[src/hdl/adct_pkg.sv]
// Purpose: constants for the converter timing control block
// Assumes: 32-bit APB, one aligned word per register
// Notes: offsets and layouts below are shared by design and bench
// Notes on behaviour
// - cpu clocked conversion takes 31 machine cycles
// - rc select bit clocks converter from rc
// - rc mode: 3-4 sync cycles plus 108-112 rc
// - power down on cpu clock aborts, no wake
// - idle completion with irq enabled wakes cpu
// - rc clocked conversion continues in power down
// - start blocked while busy or done set
// - done flag sticky, raises interrupt when enabled
package adct_pkg;
  // register byte offsets
  localparam logic [7:0] ADCT_CTRL_OFS = 8'h00;
  localparam logic [7:0] ADCT_RESULT_OFS = 8'h04;
  localparam logic [7:0] ADCT_STATUS_OFS = 8'h08;
  localparam logic [7:0] ADCT_MASK_OFS = 8'h0C;
  // control register fields
  localparam int ADCT_CH_LSB = 0;
  localparam int ADCT_RCSEL_BIT = 2;
  localparam int ADCT_START_BIT = 3;
  localparam int ADCT_DONE_BIT = 4;
  // status bits: done event, abort event
  localparam int ADCT_EV_DONE = 0;
  localparam int ADCT_EV_ABORT = 1;
  localparam logic [1:0] ADCT_MASK_RST = 2'h0;
  // timing counts
  localparam int ADCT_CPU_CYCLES = 31;
  localparam int ADCT_RC_CLOCKS = 108;
  localparam int ADCT_SYNC_MIN = 3;
  // result value left after an abort
  localparam logic [7:0] ADCT_BAD_RESULT = 8'hFF;
  // sequencer states, gray along idle-sync-run-done
  typedef enum logic [1:0] {
    ADCT_IDLE = 2'h0,
    ADCT_SYNC = 2'h1,
    ADCT_RUN = 2'h3,
    ADCT_FIN = 2'h2
  } adct_state_t;
endpackage : adct_pkg

[src/hdl/adct_sar.sv]
// Purpose: successive approximation of one sample over 8 steps
// Assumes: analog compare modeled by the sampled 8-bit input word
// Notes: one step per tick; ticks come from the sequencer
`timescale 1ns/1ps
module adct_sar (
  // clock and reset
  input wire logic clock_i,
  input wire logic rstn_i,
  // control
  input wire logic load_i,
  input wire logic tick_i,
  input wire logic [7:0] sample_i,
  // result
  output logic [7:0] value_o
);
  logic [7:0] trial;  // bit under test
  logic [7:0] held;   // sample captured at start
  // one bit resolved per tick, msb first
  always_ff @(posedge clock_i or negedge rstn_i) begin
    if (!rstn_i) begin
      trial <= 8'h80;
      held <= 8'h00;
      value_o <= 8'h00;
    end else if (load_i) begin
      trial <= 8'h80;
      held <= sample_i;
      value_o <= 8'h00;
    end else if (tick_i && trial != 8'h00) begin
      // keep the bit when the trial level does not exceed the input
      if ((value_o | trial) <= held) begin
        value_o <= value_o | trial;
      end
      trial <= trial >> 1;
    end
  end
endmodule : adct_sar

[src/hdl/adct_ctrl.sv]
// Purpose: converter control, timing and APB register file
// Assumes: rc_tick_i is a one-cycle pulse per rc clock, already synced
// Notes: machine cycle taken as one clock_i cycle
`timescale 1ns/1ps
module adct_ctrl #(
  parameter int CPU_CYCLES = adct_pkg::ADCT_CPU_CYCLES,
  parameter int RC_CLOCKS = adct_pkg::ADCT_RC_CLOCKS
) (
  // clock and reset
  input wire logic clock_i,
  input wire logic rstn_i,
  // apb slave
  input wire logic psel_i,
  input wire logic penable_i,
  input wire logic pwrite_i,
  input wire logic [7:0] paddr_i,
  input wire logic [31:0] pwdata_i,
  output logic [31:0] prdata_o,
  output logic pready_o,
  output logic pslverr_o,
  // analog inputs, digitised
  input wire logic [7:0] analog_in_0_i,
  input wire logic [7:0] analog_in_1_i,
  input wire logic [7:0] analog_in_2_i,
  input wire logic [7:0] analog_in_3_i,
  // rc oscillator tick and power modes
  input wire logic rc_tick_i,
  input wire logic idle_mode_i,
  input wire logic power_down_i,
  // outputs
  output logic wake_o,
  output logic irq_o
);
  logic [1:0] channel_select;      // input chooser
  logic adc_rc_clock_select;       // clock source
  logic conv_start_busy;           // start / busy
  logic conv_done_flag;            // completion flag
  logic [7:0] conv_result_reg;     // shared result
  logic [1:0] irq_status;          // sticky events
  logic [1:0] irq_mask;            // enables
  logic [7:0] cnt;                 // step counter
  logic [7:0] sample;              // chosen input
  logic [7:0] sar_value;           // approximation
  logic rc_mode;                   // latched source for this conversion
  logic wr_en, start_req, finish, abort_pd;
  logic [1:0] sel_now;             // channel for this cycle
  logic rc_now;                    // source for this cycle
  adct_pkg::adct_state_t state;
  adct_pkg::adct_state_t next_state;

  // apb: zero wait states, write at access phase, read data registered at setup phase
  assign pready_o = 1'b1;
  assign pslverr_o = 1'b0;
  assign wr_en = psel_i && penable_i && pwrite_i;

  // start only accepted when neither busy nor done is set
  assign start_req = wr_en && paddr_i == adct_pkg::ADCT_CTRL_OFS
    && pwdata_i[adct_pkg::ADCT_START_BIT]
    && !conv_start_busy && !conv_done_flag;

  // a start may carry its own channel and source in the same write;
  // the written values must apply to that very conversion
  assign sel_now = start_req ? pwdata_i[adct_pkg::ADCT_CH_LSB +: 2]
    : channel_select;
  assign rc_now = start_req ? pwdata_i[adct_pkg::ADCT_RCSEL_BIT]
    : adc_rc_clock_select;

  // power down kills a cpu-clocked conversion only
  assign abort_pd = power_down_i && !rc_mode
    && state != adct_pkg::ADCT_IDLE;
  assign finish = state == adct_pkg::ADCT_FIN;

  // input selection by the two-bit field
  always_comb begin
    case (sel_now)
      2'h0: sample = analog_in_0_i;
      2'h1: sample = analog_in_1_i;
      2'h2: sample = analog_in_2_i;
      default: sample = analog_in_3_i;
    endcase
  end

  // sequencer next state
  always_comb begin
    next_state = state;
    case (state)
      adct_pkg::ADCT_IDLE: begin
        if (start_req) begin
          // rc mode goes through a sync phase first
          next_state = rc_now ? adct_pkg::ADCT_SYNC
                              : adct_pkg::ADCT_RUN;
        end
      end
      adct_pkg::ADCT_SYNC: begin
        if (cnt == 8'(adct_pkg::ADCT_SYNC_MIN - 1)) begin
          next_state = adct_pkg::ADCT_RUN;
        end
      end
      adct_pkg::ADCT_RUN: begin
        // cpu mode counts clocks, rc mode counts rc ticks
        if (!rc_mode && cnt == 8'(CPU_CYCLES - 2)) begin
          next_state = adct_pkg::ADCT_FIN;
        end else if (rc_mode && rc_tick_i
                     && cnt == 8'(RC_CLOCKS - 1)) begin
          next_state = adct_pkg::ADCT_FIN;
        end
      end
      adct_pkg::ADCT_FIN: next_state = adct_pkg::ADCT_IDLE;
      default: next_state = adct_pkg::ADCT_IDLE;
    endcase
    if (abort_pd) begin
      next_state = adct_pkg::ADCT_IDLE;
    end
  end

  // state and step counter
  always_ff @(posedge clock_i or negedge rstn_i) begin
    if (!rstn_i) begin
      state <= adct_pkg::ADCT_IDLE;
      cnt <= 8'h00;
      rc_mode <= 1'b0;
    end else begin
      state <= next_state;
      // latch the source with the start so it holds for the whole run
      if (start_req) begin
        rc_mode <= rc_now;
      end
      if (next_state != state) begin
        cnt <= 8'h00;
      end else if (state == adct_pkg::ADCT_SYNC) begin
        cnt <= cnt + 8'h01;
      end else if (state == adct_pkg::ADCT_RUN
                   && (!rc_mode || rc_tick_i)) begin
        cnt <= cnt + 8'h01;
      end
    end
  end

  // control bits: writes to select and source only while quiet
  always_ff @(posedge clock_i or negedge rstn_i) begin
    if (!rstn_i) begin
      channel_select <= 2'h0;
      adc_rc_clock_select <= 1'b0;
    end else if (wr_en && paddr_i == adct_pkg::ADCT_CTRL_OFS
                 && !conv_start_busy && !conv_done_flag) begin
      channel_select <= pwdata_i[adct_pkg::ADCT_CH_LSB +: 2];
      adc_rc_clock_select <= pwdata_i[adct_pkg::ADCT_RCSEL_BIT];
    end
  end

  // busy, done and result; completion sets done as busy clears
  always_ff @(posedge clock_i or negedge rstn_i) begin
    if (!rstn_i) begin
      conv_start_busy <= 1'b0;
      conv_done_flag <= 1'b0;
      conv_result_reg <= 8'h00;
    end else begin
      if (start_req) begin
        conv_start_busy <= 1'b1;
      end else if (finish || abort_pd) begin
        conv_start_busy <= 1'b0;
      end
      if (finish) begin
        conv_done_flag <= 1'b1;
        conv_result_reg <= sar_value;
      end else if (wr_en && paddr_i == adct_pkg::ADCT_CTRL_OFS
                   && !pwdata_i[adct_pkg::ADCT_DONE_BIT]) begin
        conv_done_flag <= 1'b0;  // cleared by software, set wins
      end
      if (abort_pd) begin
        conv_result_reg <= adct_pkg::ADCT_BAD_RESULT;
      end
    end
  end

  // sticky events, write one to clear, set wins
  always_ff @(posedge clock_i or negedge rstn_i) begin
    if (!rstn_i) begin
      irq_status <= 2'h0;
      irq_mask <= adct_pkg::ADCT_MASK_RST;
    end else begin
      if (wr_en && paddr_i == adct_pkg::ADCT_MASK_OFS) begin
        irq_mask <= pwdata_i[1:0];
      end
      irq_status <= (irq_status
        & ~((wr_en && paddr_i == adct_pkg::ADCT_STATUS_OFS)
            ? pwdata_i[1:0] : 2'h0))
        | {abort_pd, finish};
    end
  end

  // interrupt while any unmasked event stands
  assign irq_o = |(irq_status & irq_mask);
  // idle wake on enabled completion; no wake from an abort
  assign wake_o = idle_mode_i && !power_down_i
    && irq_status[adct_pkg::ADCT_EV_DONE]
    && irq_mask[adct_pkg::ADCT_EV_DONE];

  // read data register, unmapped reads return zero
  always_ff @(posedge clock_i or negedge rstn_i) begin
    if (!rstn_i) begin
      prdata_o <= 32'h0;
    end else if (psel_i && !penable_i && !pwrite_i) begin
      case (paddr_i)
        adct_pkg::ADCT_CTRL_OFS:
          prdata_o <= {27'h0, conv_done_flag, conv_start_busy,
                       adc_rc_clock_select, channel_select};
        adct_pkg::ADCT_RESULT_OFS: prdata_o <= {24'h0, conv_result_reg};
        adct_pkg::ADCT_STATUS_OFS: prdata_o <= {30'h0, irq_status};
        adct_pkg::ADCT_MASK_OFS: prdata_o <= {30'h0, irq_mask};
        default: prdata_o <= 32'h0;
      endcase
    end
  end

  // approximation engine, stepped through the run phase
  adct_sar u_sar (
    .clock_i(clock_i),
    .rstn_i(rstn_i),
    .load_i(start_req),
    .tick_i(state == adct_pkg::ADCT_RUN),
    .sample_i(sample),
    .value_o(sar_value)
  );
endmodule : adct_ctrl

[config.mk]
export PLATFORM = sky130hd
export DESIGN_NAME = adct_ctrl
export DESIGN_NICKNAME = d
export VERILOG_FILES = /design/src/hdl/adct_pkg.sv /design/src/hdl/adct_sar.sv /design/src/hdl/adct_ctrl.sv
export SDC_FILE = /design/constraint.sdc
export NUM_CORES = 1
export LEC_CHECK = 0
export ABC_AREA = 1
export BUFFER_PORTS_ARGS = -buffer_cell sky130_fd_sc_hd__buf_2
export CAP_MARGIN = 20
export CELL_PAD_IN_SITES_DETAIL_PLACEMENT = 1
export CELL_PAD_IN_SITES_GLOBAL_PLACEMENT = 2
export CORE_UTILIZATION = 26
export CTS_CLUSTER_SIZE = 16
export DETAILED_ROUTE_END_ITERATION = 10
export PLACE_DENSITY = 0.81
export SYNTH_ARGS = -nofsm -noshare
export SYNTH_HDL_FRONTEND = slang
export SYNTH_SLANG_ARGS = --single-unit
[constraint.sdc]
create_clock -name clock_i -period 1.8 [get_ports clock_i]
set_clock_uncertainty 0.15 [all_clocks]
set_input_delay 0.27 -clock clock_i [delete_from_list [all_inputs] [get_ports clock_i]]
set_output_delay 0.27 -clock clock_i [all_outputs]
set_load 0.03 [all_outputs]
# After elaboration in Yosys (flattened, before gate mapping)

Cells that the tools add are included.

Register bits after elaboration: 84
Logic and storage cells: 104
Output and inout bits: 36

Equality and inequality tests: 12
Mux-type cells: 26
Bitwise logic cells: 5
Order comparisons: 1
Add/subtract/negate cells: 1
Reduce and logical (&&, ||, !) cells: 45

Operator list:

| cell                                                 | count |
|---|---|
| two-way mux 8 bit                                    | 10 |
| case mux 8 bit (4 select lines)                      | 1 |
| case mux 8 bit (3 select lines)                      | 1 |
| logical AND 1 bit                                    | 23 |
| equality test 8 x 4 -> 1 bit (second input constant) | 2 |
| two-way mux 2 bit                                    | 8 |
| nonzero test 2 bit                                   | 6 |
| adder 8 x 1 -> 8 bit (second input constant)         | 1 |
| equality test 8 x 2 -> 1 bit (second input constant) | 1 |
| equality test 8 x 3 -> 1 bit (second input constant) | 1 |
| equality test 8 x 5 -> 1 bit (second input constant) | 1 |
| equality test 8 x 7 -> 1 bit (second input constant) | 1 |
| <= comparator 8 bit                                  | 1 |
| zero test 8 bit                                      | 1 |
| OR 8 bit                                             | 1 |
| case mux 2 bit (4 select lines)                      | 1 |
| nonzero test 8 bit                                   | 1 |
| zero test 1 bit                                      | 7 |
| equality test 2 bit (second input constant)          | 3 |
| two-way mux 1 bit                                    | 5 |
| AND 2 bit                                            | 2 |
| equality test 2 x 1 -> 1 bit (second input constant) | 2 |
| zero test 2 bit                                      | 2 |
| nonzero test 3 bit                                   | 1 |
| 6 further kinds                                      | 7 |

# Logic depth before layout (Yosys ltp)

Gate-level depths: netlist of run 1.

Depth in word-level cells: 13
Depth in mapped cells: 12
Gate-level depth less buffers: 11

# Cells and area by module

Synthesis of run 1 repeated with hierarchy kept, for this count alone.

Cells, all modules: 470
Area, all modules: 3726.1 um^2

Modules (own cells, without submodules):

| module    | area each (um^2) | sequential area each (um^2) | instances | cells an instance |
|---|---|---|---|---|
| adct_ctrl | 2387.3           | 900.9                       | 1         | 309 |
| adct_sar  | 1338.8           | 601.8                       | 1         | 161 |

# Worst setup path before layout of run 1

No wires, ideal clock.

Kind: reg-to-reg
From: reg u_sar.trial[3]
To: reg u_sar.value_o[1]
Library setup time: 0.126 ns
Slack: -0.219 ns
Clock period less this slack: 2.019 ns
Path buffers: 1
Cell stages (with the launch flop): 11
Data arrival time: 1.743 ns
Path through: dfrtp_1 or2_2 ha_1 nand2_1 o21ai_0 nand2_1 o211ai_1 nand3_1 nand2_2 buf_2 o21ai_0

Longest elaborated chain between the ends: 4

Ends and longest elaborated chain:

| what                                                            | RTL line                       | RTL |
|---|---|---|
| start: declaration                                              | adct_sar.sv:16                 | `logic [7:0] trial;` |
| start signal: assignment                                        | adct_sar.sv:33                 | `trial <= trial >> 1;` |
| OR 8 bit / nonzero test 8 bit (equally long branches)           | adct_sar.sv:30, adct_sar.sv:28 |  |
| <= comparator 8 bit / logical AND 1 bit (equally long branches) | adct_sar.sv:30, adct_sar.sv:28 |  |
| nonzero test 2 bit (no line)                                    | --                             |  |
| AND reduction 2 bit (no line) (*)                               | --                             |  |
| end signal: assignment                                          | adct_sar.sv:31                 | `value_o <= value_o \| trial;` |
| end: declaration                                                | adct_sar.sv:14                 | `output logic [7:0] value_o` |

Mark *: on every way between the ends. The rest lies on a longest branch, timed or not.
A chain may end at the register's enable or synchronous reset.

# Final worst setup path of run 1

From: reg u_sar.trial[3]
To: reg u_sar.value_o[0]

The elaborated chain is that of the path after synthesis.

==> summary.txt, run 1 <==
Finish
  • Layout cells sized above 1: 39.1%
  • N_diodes: 0
  • Post-route cell area: 5450 um^2
  • Area Growth Syn to Fin: 48.0%
  • Non-Filler Instances: 784
  • Nets: 690

Synthesis
  • Post-Syn Area: 3680 um^2
  • Distinct cell type count after synthesis: 36
  • Syn Area/Cell: about 8 um^2
  • #FFs+latches synth: 60
  • Yosys top cell by area: dfrtp_1
  • Yosys top cell area share: 40.1%
  • Gate count after technology mapping: 473
  • Synth warn: 0
  • Seq/Total Area, Yosys: 40.8%
  • Synth area leaders: dfrtp_1 40%, nand2_1 10%, inv_1 7.0%

Routing
  • Final ANT Viol Nets: 0
  • Via/cell ratio: around 4.4
  • DRC viols: 0
  • Routed len/inst: 14.1 um
  • Total number of vias: 3463
  • Initial DRC count: around 100
  • Final wirelength: 11000 um
  • DRT Pass-1 Iters: 4

CTS
  • H-tree depth: 3
  • Worst skew pair latency: ~0.33 ns
  • CTS Root Cell: clkbuf_16
  • Clock-pin slew on the worst setup and hold paths: 0.06 ns
  • CTS tree: built
  • Clock buffer count from CTS: 9
  • Clk sinks: 60
  • Clock Path Buffers: 2

Global routing
  • Vias in the first global route: 3536
  • Grt total ovfl: 0
  • First-pass GRT wire length: 16800 um
  • Initial antenna violation count: 0
  • Largest net degree at the start of global routing: 29
  • Overall Global Routing Usage: 14.7%

Place
  • DP Cell Count: 745
  • Dpl ws: -0.267 ns
  • Placed wire-length estimate: around 7700 um
  • Placer Congestion: 0.806
  • Port-buffer cells: 62
  • Placed cell area: ~4500 um^2

Critical path
  • Worst endpoint required time: 1.90 ns
  • CP Capture Type: flop
  • Signal arrival time at the worst endpoint: 2.09 ns
  • Largest fanout on the critical path: 8
  • Setup CP Type: reg2reg
  • Critical path launch point type: flop

Die
  • # IOs: 116
  • # rows: 43
  • Die area: 14600 um^2
  • Starting Density: a little over a quarter
  • Core Footprint: 13800 um^2
  • Die width: roughly 120 um
  • Die Ht: 121 um

Worst hold path
  • Worst hold path class: in2reg

Timing
  • Final min period: 1.99 ns
  • Final hold vios: 0
  • Max-slew violations: 0
  • Crit share post-route: 111%
  • RSZ-0062 raised after global routing: true
  • Max Freq: between 0.5 and 0.6 GHz
  • Setup-failing EPs final: 16
  • Final Worst Setup Slack: -0.191 ns

Power
  • PD cells: 638 nW/um^2
  • Maximum vdd drop: 0.000435 V
  • Lkg Pwr: 2.73 nW
  • Design Power: 0.00348 W

Run
  • Max-cap violations: 0

Outcome
  • Failing checks: setup timing
  • Status: complete, but fails checks
==> report_power, final <==
| part | switching, W | leakage, nW | internal, W |
|---|---|---|---|
| combinational | 0.000162 | 1.76 | 0.0000788 |
| sequential | 0.00000128 | 0.809 | 0.00135 |
| clock | 0.000666 | 0.156 | 0.00122 |
| total | 0.000828 | 2.73 | 0.00265 |
==> synthesized netlist by cell type (all sizes together) <==
master / n
nand3b: 8
nor3: 8
conb: 2
dfrtp: 59
clkinv: 4
xnor2: 2
nand3: 36
nand4: 10
o22ai: 15
ha: 11
dfstp: 1
a31oi: 6
buf: 36
nor2: 34
o21ai: 40
and3: 2
inv: 69
a31o: 1
nand2: 105
nor3b: 1
o211ai: 3
or2: 8
xor2: 5
a21oi: 7
==> per-layer routing <==
metal / wire length [um] / vias to the layer above / track usage, %
li1: - / 1739 / -
met1: 4810 / 1624 / 18.5
met2: 5600 / 89 / 25.4
met3: 461 / 11 / 2.87
met4: 148 / 0 / 4.40
met5: 0 / - / 0
==> placed cells by master (no fill, tap or decap), types with 8 or more instances in the layout <==
cell / count
o21ai_2: 8
buf_2: 62
conb_1: 26
buf_4: 42
clkbuf_16: 13
nand3_2: 14
inv_1: 59
ha_4: 8
nand3b_1: 8
buf_6: 11
nand2_1: 91
inv_2: 8
nor2_2: 10
o22ai_1: 15
nor2_1: 20
dfrtp_1: 59
o21ai_1: 9
nand3_1: 18
o21ai_0: 21
nand4_1: 9
==> path summary, 6_finish.rpt <==
kind | slack (ns) | end | depth (start not counted) | startpoint
setup reg to reg | -0.19 | u_sar.value_o[0] | 10 | u_sar.trial[3]
min in group asynchronous | 0.23 | irq_mask[1] | 2 | rstn_i
max in group asynchronous | 0.71 | u_sar.trial[7] | 3 | rstn_i
hold / removal | 0.10 | rc_mode | 3 | pwdata_i[2]
setup / recovery | -0.19 | u_sar.value_o[0] | 10 | u_sar.trial[3]
hold reg to reg | 0.32 | prdata_o[4] | 2 | prdata_o[4]
==> through the flow <==
step	util (%)	hold slack (ns)	TNS, ns
after floorplan	-	-0.176	-0.466
after global placement	32.6	0.0414	-4.31
after detailed placement	32.6	0.0383	-6.07
after CTS	36.2	0.0999	-1.16
after global routing	39.4	0.116	-3.94
final	39.4	0.102	-1.42
==> cell families (layout without fill, tap and decap cells) <==
family                   count (synthesis)  count (layout)  synth area share (%)
XOR/XNOR                                 7               7                  1.66
buffers and inverters                  109             215                  14.8
adder cells (fa/ha/maj)                 11              11                  3.74
AO/OA/AOI/OAI                           72              72                  12.0
flip-flops                              60              60                  40.8
AND/OR/NAND/NOR                        212             213                  26.7
other                                    2              26                 0.204
==> cell type report <==
type                            count  area [um^2]
Clock buffer                        9          225
Clock inverter                      7         98.8
Fill cell                        1648         8380
Inverter                           73          284
Multi-Input combinational cell    329         2140
Sequential cell                    60         1500
Tap cell                          180          225
Timing Repair Buffer              126          980
==> worst max-delay path, cell delays in order, from the launching register on <==
cell	delay, ns
dfrtp_1	0.38
or2_4	0.27
ha_4	0.29
nand2_4	0.05
o21ai_2	0.10
nand2_1	0.07
o211ai_1	0.09
nand3_2	0.17
nand2_4	0.17
nand2_1	0.08
o21ai_1	0.09
==> what timing repair did <==
action | in CTS | in global routing
gates cloned | 1 | 4
resized for setup | 23 | 66
setup buffers | 7 | 13
setup endpoints to repair | 30 | 32
pin swaps | 16 | 34
hold buffers | 1 | 0
endpoints found under the hold margin | 10 | 0
No activity file was read; power rests on OpenSTA's default activity.
==> run 2: changes to the inputs <==
--- a/config.mk
+++ b/config.mk
@@ -13,7 +13,8 @@
 export CORE_UTILIZATION = 26
 export CTS_CLUSTER_SIZE = 16
 export DETAILED_ROUTE_END_ITERATION = 10
-export PLACE_DENSITY = 0.81
+export PLACE_DENSITY = 0.8
 export SYNTH_ARGS = -nofsm -noshare
 export SYNTH_HDL_FRONTEND = slang
+export SYNTH_HIERARCHICAL = 1
 export SYNTH_SLANG_ARGS = --single-unit
==> run 2 against run 1 <==
Net effect: the flow still finishes with violations (setup timing); cell count shrank 0.89%; core utilization decreased by 2.5 points; combinational power shrank 5%; synthesized area increased by 1.2%; clock power shrank 17%; sequential power barely moved; routed wire length shrank 4.4%; register-to-register slack improved by 0.18 ns; critical path type unchanged; critical endpoint is now u_sar/value_o[4].
==> summary.txt, run 2 <==
Outcome
  • Status: complete, but fails checks (unchanged)
  • Failing checks: setup timing (unchanged)

Global routing
  • Overall Global Routing Usage: 14.9% (was 14.7%)
  • Largest net degree at the start of global routing: 47 (was 29)
  • Vias in the first global route: 3652 (was 3536)
  • Grt total ovfl: 0 (unchanged)
  • First-pass GRT wire length: 17200 um (was 16800 um)
  • Initial antenna violation count: 0 (unchanged)

Synthesis
  • Synth warn: 6 (was 0)
  • Syn Area/Cell: 7.93 um^2 (was 7.79 um^2)
  • Ys flop type: dfrtp_1 (unchanged)
  • Post-synth EDFFs: 0 (unchanged)
  • Post-Syn Area: 3730 um^2 (was 3680 um^2)
  • Yosys top cell by area: dfrtp_1 (unchanged)
  • Distinct cell type count after synthesis: 38 (was 36)
  • Seq/Total Area, Yosys: 40.3% (was 40.8%)
  • Synth area leaders: dfrtp_1 40%, nand2_1 10%, inv_1 6.3% (was dfrtp_1 40%, nand2_1 10%, inv_1 7.0%)
  • Yosys top cell area share: 39.6% (was 40.1%)
  • #FFs+latches synth: 60 (unchanged)
  • Gate count after technology mapping: 470 (was 473)
  • Post-synth top cells: 100 x nand2_1, 63 x inv_1, 59 x dfrtp_1, 39 x nand3_1, 35 x nor2_1 (was 100 x nand2_1, 69 x inv_1, 59 x dfrtp_1, 35 x nand3_1, 31 x nor2_1)
  • Top-count cell post-synth: nand2_1 (unchanged)
  • Asr flop ratio synth: 100% (unchanged)

Finish
  • Commonest non-fill, non-tap cell in the layout: nand2_1 (unchanged)
  • Layout cells sized above 1: 39.2% (was 39.1%)
  • Post-route cell area: 5150 um^2 (was 5450 um^2)
  • Most frequent cells in the layout: 78 x nand2_1, 62 x buf_2, 57 x dfrtp_1, 52 x buf_4, 51 x inv_1 (was 91 x nand2_1, 62 x buf_2, 59 x inv_1, 59 x dfrtp_1, 42 x buf_4)
  • Nets: 683 (was 690)
  • Area Growth Syn to Fin: 38.3% (was 48.0%)
  • Final core occ: 37.0% (was 39.4%)
  • Non-Filler Instances: 777 (was 784)
  • N_diodes: 0 (unchanged)

Power
  • Design Power: 0.00314 W (was 0.00348 W)
  • PD cells: 609 nW/um^2 (was 638 nW/um^2)
  • Lkg Pwr: 2.46 nW (was 2.73 nW)
  • Maximum vdd drop: 0.000506 V (was 0.000435 V)

Routing
  • Total number of vias: 3473 (was 3463)
  • Initial DRC count: 115 (was 103)
  • Final ANT Viol Nets: 0 (unchanged)
  • DRT Pass-1 Iters: 4 (unchanged)
  • Final wirelength: 10500 um (was 11000 um)
  • Routed len/inst: 13.6 um (was 14.1 um)
  • DRC viols: 0 (unchanged)
  • Via/cell ratio: 4.47 (was 4.42)

Timing
  • Setup-failing EPs final: 4 (was 16)
  • Final Worst Setup Slack: -0.00789 ns (was -0.191 ns)
  • Final min period: 1.81 ns (was 1.99 ns)
  • Setup TNS: -0.0278 ns (was -1.42 ns)
  • Crit share post-route: 100% (was 111%)
  • Max-slew violations: 0 (unchanged)
  • Final hold vios: 0 (unchanged)
  • Max Freq: 0.553 GHz (was 0.502 GHz)
  • RSZ-0062 raised after global routing: true (unchanged)

CTS
  • CTS tree: built (unchanged)
  • Clock Path Buffers: 2 (unchanged)
  • Worst skew pair latency: 0.33 ns (about the same)
  • Clk sinks: 60 (unchanged)
  • Clock buffer count from CTS: 9 (unchanged)
  • CTS Root Cell: clkbuf_16 (unchanged)
  • H-tree depth: 3 (unchanged)
  • Clock-pin slew on the worst setup and hold paths: 0.05 ns (was 0.06 ns)

Place
  • Placer Congestion: 0.841 (was 0.806)
  • DP Cell Count: 745 (unchanged)
  • Placed wire-length estimate: 7560 um (was 7750 um)
  • Port-buffer cells: 62 (unchanged)
  • Placed cell area: 4440 um^2 (was 4510 um^2)

Run
  • Max-cap violations: 0 (unchanged)

Critical path
  • CP Capture Type: flop (unchanged)
  • RR Endpoint: u_sar/value_o[4] (was u_sar.value_o[0])
  • Worst endpoint required time: 1.87 ns (was 1.90 ns)
  • RR Startpoint: u_sar/trial[7] (was u_sar.trial[3])
  • Signal arrival time at the worst endpoint: 1.88 ns (was 2.09 ns)
  • Reg2Reg Setup Slack: -0.008 ns (was -0.19 ns)
  • Largest fanout on the critical path: 8 (unchanged)
  • Critical path launch point type: flop (unchanged)
  • Setup CP Type: reg2reg (unchanged)
  • Crit-path cells: inv_2 -> nand2_4 -> ha_4 -> a21o_1 -> nor2_1 -> nand2_2 -> nand2_4 -> nand2_8 -> nand2_1 -> nand2_1 (was or2_4 -> ha_4 -> nand2_4 -> o21ai_2 -> nand2_1 -> o211ai_1 -> nand3_2 -> nand2_4 -> nand2_1 -> o21ai_1)
  • Crit path to: u_sar/value_o[4] (was u_sar.value_o[0])
  • Worst path slowest cell: dfstp_2 (was dfrtp_1)
  • Worst Reg-to-Reg Cells: 10 (unchanged)
  • CP Launch Point: u_sar/trial[7] (was u_sar.trial[3])
  • Slowest cell delay on critical path: 0.53 ns (was 0.38 ns)

Die
  • Die width: 122 um (was 121 um)
  • # rows: 43 (unchanged)
  • Core Footprint: 13900 um^2 (was 13800 um^2)
  • Die Ht: 122 um (was 121 um)
  • # IOs: 116 (unchanged)
  • Starting Density: 26.7% (was 26.6%)
  • Die area: 14800 um^2 (was 14600 um^2)

Worst hold path
  • Worst hold path class: in2reg (unchanged)
[run 2: cell count changes in the layout (fill, tap and decap cells not counted), moves of 7 or more]
cell	delta
nand2_2	+17
nand3_1	+15
nand2_1	-13
buf_4	+10
nand4_1	+9
inv_1	-8
nand3b_1	-8
nor2_1	+8
or2_4	-7
[run 2: cell families after synthesis]
kind of cell / share of synthesized area, %
compound gates: 10.5
mux: 0.302
xor+xnor: 1.65
simple gates: 29.0
other cells: 0.202
buf+inv: 14.2
fa+ha+maj: 3.69
flops: 40.3
[run 2: cell type report]
cell class                      count  area, um^2
Fill cell                        1678        8780
Sequential cell                    60        1510
Multi-Input combinational cell    332        2060
Tap cell                          180         225
Clock buffer                       12         246
Inverter                           65         248
Timing Repair Buffer              124         843
Clock inverter                      4        25.0
[run 2: worst min-delay path by stage]
| stage | start | end | slack [ns] | cells past startpoint |
|---|---|---|---|---|
| after floorplan | rstn_i | adc_rc_clock_select | -0.18 | 0 |
| after global placement | rstn_i | prdata_o[1] | 0.05 | 1 |
| after detailed placement | rstn_i | irq_mask[0] | 0.06 | 1 |
| after CTS | pwdata_i[4] | conv_done_flag | 0.09 | 3 |
| after global routing | pwdata_i[4] | conv_done_flag | 0.1 | 3 |
| final | pwdata_i[4] | conv_done_flag | 0.08 | 3 |
[run 2: through the flow]
step	hold WS (ns)	worst slack, ns
after floorplan	-0.176	0.0350
after global placement	0.0541	-0.145
after detailed placement	0.0648	-0.194
after CTS	0.0894	-0.0164
after global routing	0.0966	-0.101
final	0.0843	-0.00789
[run 2: per-layer routing]
metal,global-route usage (%),vias to the layer above,wire length (um)
li1,-,1718,-
met1,17.2,1689,4430
met2,27.2,54,5630
met3,3.37,12,313
met4,4.32,0,164
met5,0,-,0
[run 2: worst max-delay path: cells and delay by family (launching register included)]
family                     cells  cell delay [ns]
AOI/OAI and AO/OA              1             0.15
adders and majority gates      1             0.21
buffers and inverters          1             0.05
DFF                            1             0.53
and+or+nand+nor                7             0.62
[run 2: what timing repair did]
action                                  4_1_cts  5_1_grt
cloned                                        1        1
gates resized for setup                      31       54
endpoints found under the setup margin       31       30
endpoints found under the hold margin        14        0
pin swaps                                    15       25
buffers inserted                              4        9
hold buffers                                  1        0
[run 2: where the power goes]
group          switching (W)  total [W]  internal, W
clock               0.000593    0.00156     0.000963
sequential        0.00000192    0.00136      0.00135
combinational       0.000160   0.000229    0.0000691
==> run 3: changes to the inputs <==
--- a/config.mk
+++ b/config.mk
@@ -14,7 +14,9 @@
 export CTS_CLUSTER_SIZE = 16
 export DETAILED_ROUTE_END_ITERATION = 10
 export PLACE_DENSITY = 0.8
+export SETUP_SLACK_MARGIN = 0.05
 export SYNTH_ARGS = -nofsm -noshare
 export SYNTH_HDL_FRONTEND = slang
 export SYNTH_HIERARCHICAL = 1
 export SYNTH_SLANG_ARGS = --single-unit
+export TNS_END_PERCENT = 20
==> run 3 against run 2 <==
Net effect: combinational power about the same; sequential cell count unchanged; register-to-register slack got worse by 0.05 ns; largest cell class unchanged; critical path type unchanged; global-route usage increased by 0.34 points; die area unchanged; power increased by 4.3%; fmax decreased by 2.9%; the flow still finishes with violations (setup timing); via count decreased by 1.9%.
==> summary.txt, run 3 (same netlist as run 2, synthesis figures left out) <==
Outcome
  • Status: complete, but fails checks (unchanged)
  • Failing checks: setup timing (unchanged)

Power
  • Lkg Pwr: 2.43 nW (was 2.46 nW)
  • Maximum vdd drop: 0.000423 V (was 0.000506 V)
  • PD cells: 653 nW/um^2 (was 609 nW/um^2)

Routing
  • DRT Pass-1 Iters: 4 (unchanged)
  • Final ANT Viol Nets: 0 (unchanged)
  • Initial DRC count: 92 (was 115)
  • Final wirelength: 10300 um (was 10500 um)
  • Total number of vias: 3406 (was 3473)
  • Routed len/inst: 13.5 um (was 13.6 um)
  • DRC viols: 0 (unchanged)
  • Via/cell ratio: 4.44 (was 4.47)

Finish
  • Commonest non-fill, non-tap cell in the layout: nand2_1 (unchanged)
  • Post-route cell area: 5010 um^2 (was 5150 um^2)
  • Layout cells sized above 1: 34.8% (was 39.2%)
  • Non-Filler Instances: 767 (was 777)
  • Nets: 673 (was 683)
  • Area Growth Syn to Fin: 34.6% (was 38.3%)
  • N_diodes: 0 (unchanged)
  • Most frequent cells in the layout: 84 x nand2_1, 62 x buf_2, 58 x dfrtp_1, 57 x inv_1, 42 x buf_4 (was 78 x nand2_1, 62 x buf_2, 57 x dfrtp_1, 52 x buf_4, 51 x inv_1)

Timing
  • Max Freq: 0.537 GHz (was 0.553 GHz)
  • Relative slew slack: a little over three fifths
  • Final hold vios: 0 (unchanged)
  • RSZ-0062 raised after global routing: true (unchanged)
  • Final min period: 1.86 ns (was 1.81 ns)
  • Final Worst Setup Slack: -0.0624 ns (was -0.00789 ns)
  • Max-slew violations: 0 (unchanged)
  • Setup-failing EPs final: 8 (was 4)
  • Hold_ws: 0.0945 ns (was 0.0843 ns)
  • Slew @ Worst Pin: 0.557 ns
  • Setup TNS: -0.413 ns (was -0.0278 ns)
  • Crit share post-route: 103% (was 100%)

Critical path
  • Critical path launch point type: flop (unchanged)
  • CP Capture Type: flop (unchanged)
  • Largest fanout on the critical path: 8 (unchanged)
  • Setup CP Type: reg2reg (unchanged)
  • Signal arrival time at the worst endpoint: 1.92 ns (was 1.88 ns)
  • Worst endpoint required time: 1.86 ns (was 1.87 ns)

Place
  • DP Cell Count: 744 (was 745)
  • Port-buffer cells: 62 (unchanged)
  • Placed wire-length estimate: 7770 um (was 7560 um)
  • Placed cell area: 4430 um^2 (was 4440 um^2)
  • Placer Congestion: 0.810 (was 0.841)

Die
  • Die area: 14800 um^2 (unchanged)
  • Die Ht: 122 um (unchanged)
  • # IOs: 116 (unchanged)
  • Die width: 122 um (unchanged)
  • Starting Density: 26.7% (unchanged)
  • # rows: 43 (unchanged)
  • Core Footprint: 13900 um^2 (unchanged)

Global routing
  • Initial antenna violation count: 0 (unchanged)
  • First-pass GRT wire length: 17600 um (was 17200 um)
  • Overall Global Routing Usage: 15.2% (was 14.9%)
  • Grt total ovfl: 0 (unchanged)
  • Vias in the first global route: 3730 (was 3652)
  • Largest net degree at the start of global routing: 26 (was 47)

CTS
  • Clock Path Buffers: 2 (unchanged)
  • H-tree depth: 3 (unchanged)
  • CTS tree: built (unchanged)
  • CTS Root Cell: clkbuf_16 (unchanged)
  • Clock buffer count from CTS: 9 (unchanged)
  • Clock-pin slew on the worst setup and hold paths: 0.06 ns (was 0.05 ns)
  • Worst skew pair latency: 0.33 ns (about the same)
  • Clk sinks: 60 (unchanged)

Run
  • Max-cap violations: 0 (unchanged)

Worst hold path
  • Worst hold path class: in2reg (unchanged)
## run 3: timing repair
item,in CTS,in global routing
pin swaps,16,16
buffers inserted,6,0
setup endpoints to repair,25,30
resized for setup,36,22
endpoints found under the hold margin,17,0
gates cloned,0,0
hold buffers,1,0
## run 3: path summary, 6_finish.rpt
| kind | start | endpoint | slack (ns) | depth (start not counted) |
|---|---|---|---|---|
| worst max-delay path | u_sar/trial[7] | u_sar/value_o[0] | -0.06 | 10 |
| worst min-delay path | pwdata_i[4] | conv_done_flag | 0.09 | 3 |
| worst max register to register | u_sar/trial[7] | u_sar/value_o[0] | -0.06 | 10 |
| worst min register to register | prdata_o[3] | prdata_o[3] | 0.33 | 2 |
| max in group asynchronous | rstn_i | u_sar/held[4] | 0.61 | 3 |
| min in group asynchronous | rstn_i | conv_result_reg[0] | 0.33 | 2 |
## run 3: routing by layer
| layer | vias up | track usage, % | part of all wire (%) |
|---|---|---|---|
| met3 | 6 | 3.84 | 2.4 |
| li1 | 1697 | - | - |
| met2 | 50 | 28.1 | 54 |
| met4 | 0 | 4.01 | 0.82 |
| met5 | - | 0 | 0 |
| met1 | 1653 | 17.2 | 43 |
## run 3: stage by stage
step	setup slack (ns)	total power (W)	utilization (%)
2_1_floorplan	0.0572	0.00153	-
3_3_place_gp	-0.124	0.00160	31.8
3_5_place_dp	-0.225	0.00161	31.8
4_1_cts	-0.0277	0.00332	35.5
5_1_grt	-0.127	0.00340	36.0
6_report	-0.0624	0.00327	36.0
## run 3: worst max-delay path, stage by stage, from the launching register on
cell	delay [ns]
dfstp_2	0.53
inv_2	0.05
nand2_4	0.08
ha_4	0.21
a21o_1	0.18
nor2_2	0.12
nand2_2	0.08
nand2_4	0.13
nand2_8	0.10
nand2_4	0.07
nand2_2	0.05
## run 3: layout make-up
cell class                      instances  area [um^2]
Clock inverter                          6         65.1
Clock buffer                           10          229
Multi-Input combinational cell        332         1990
Timing Repair Buffer                  114          754
Tap cell                              180          225
Fill cell                            1691         8920
Inverter                               65          246
Sequential cell                        60         1500
## run 3: where the power goes
part	switching, W	total (W)	internal (W)
Combinational	0.000160	0.000231	0.0000705
Sequential	0.00000197	0.00135	0.00135
Clock	0.000619	0.00169	0.00107
Total	0.000781	0.00327	0.00249
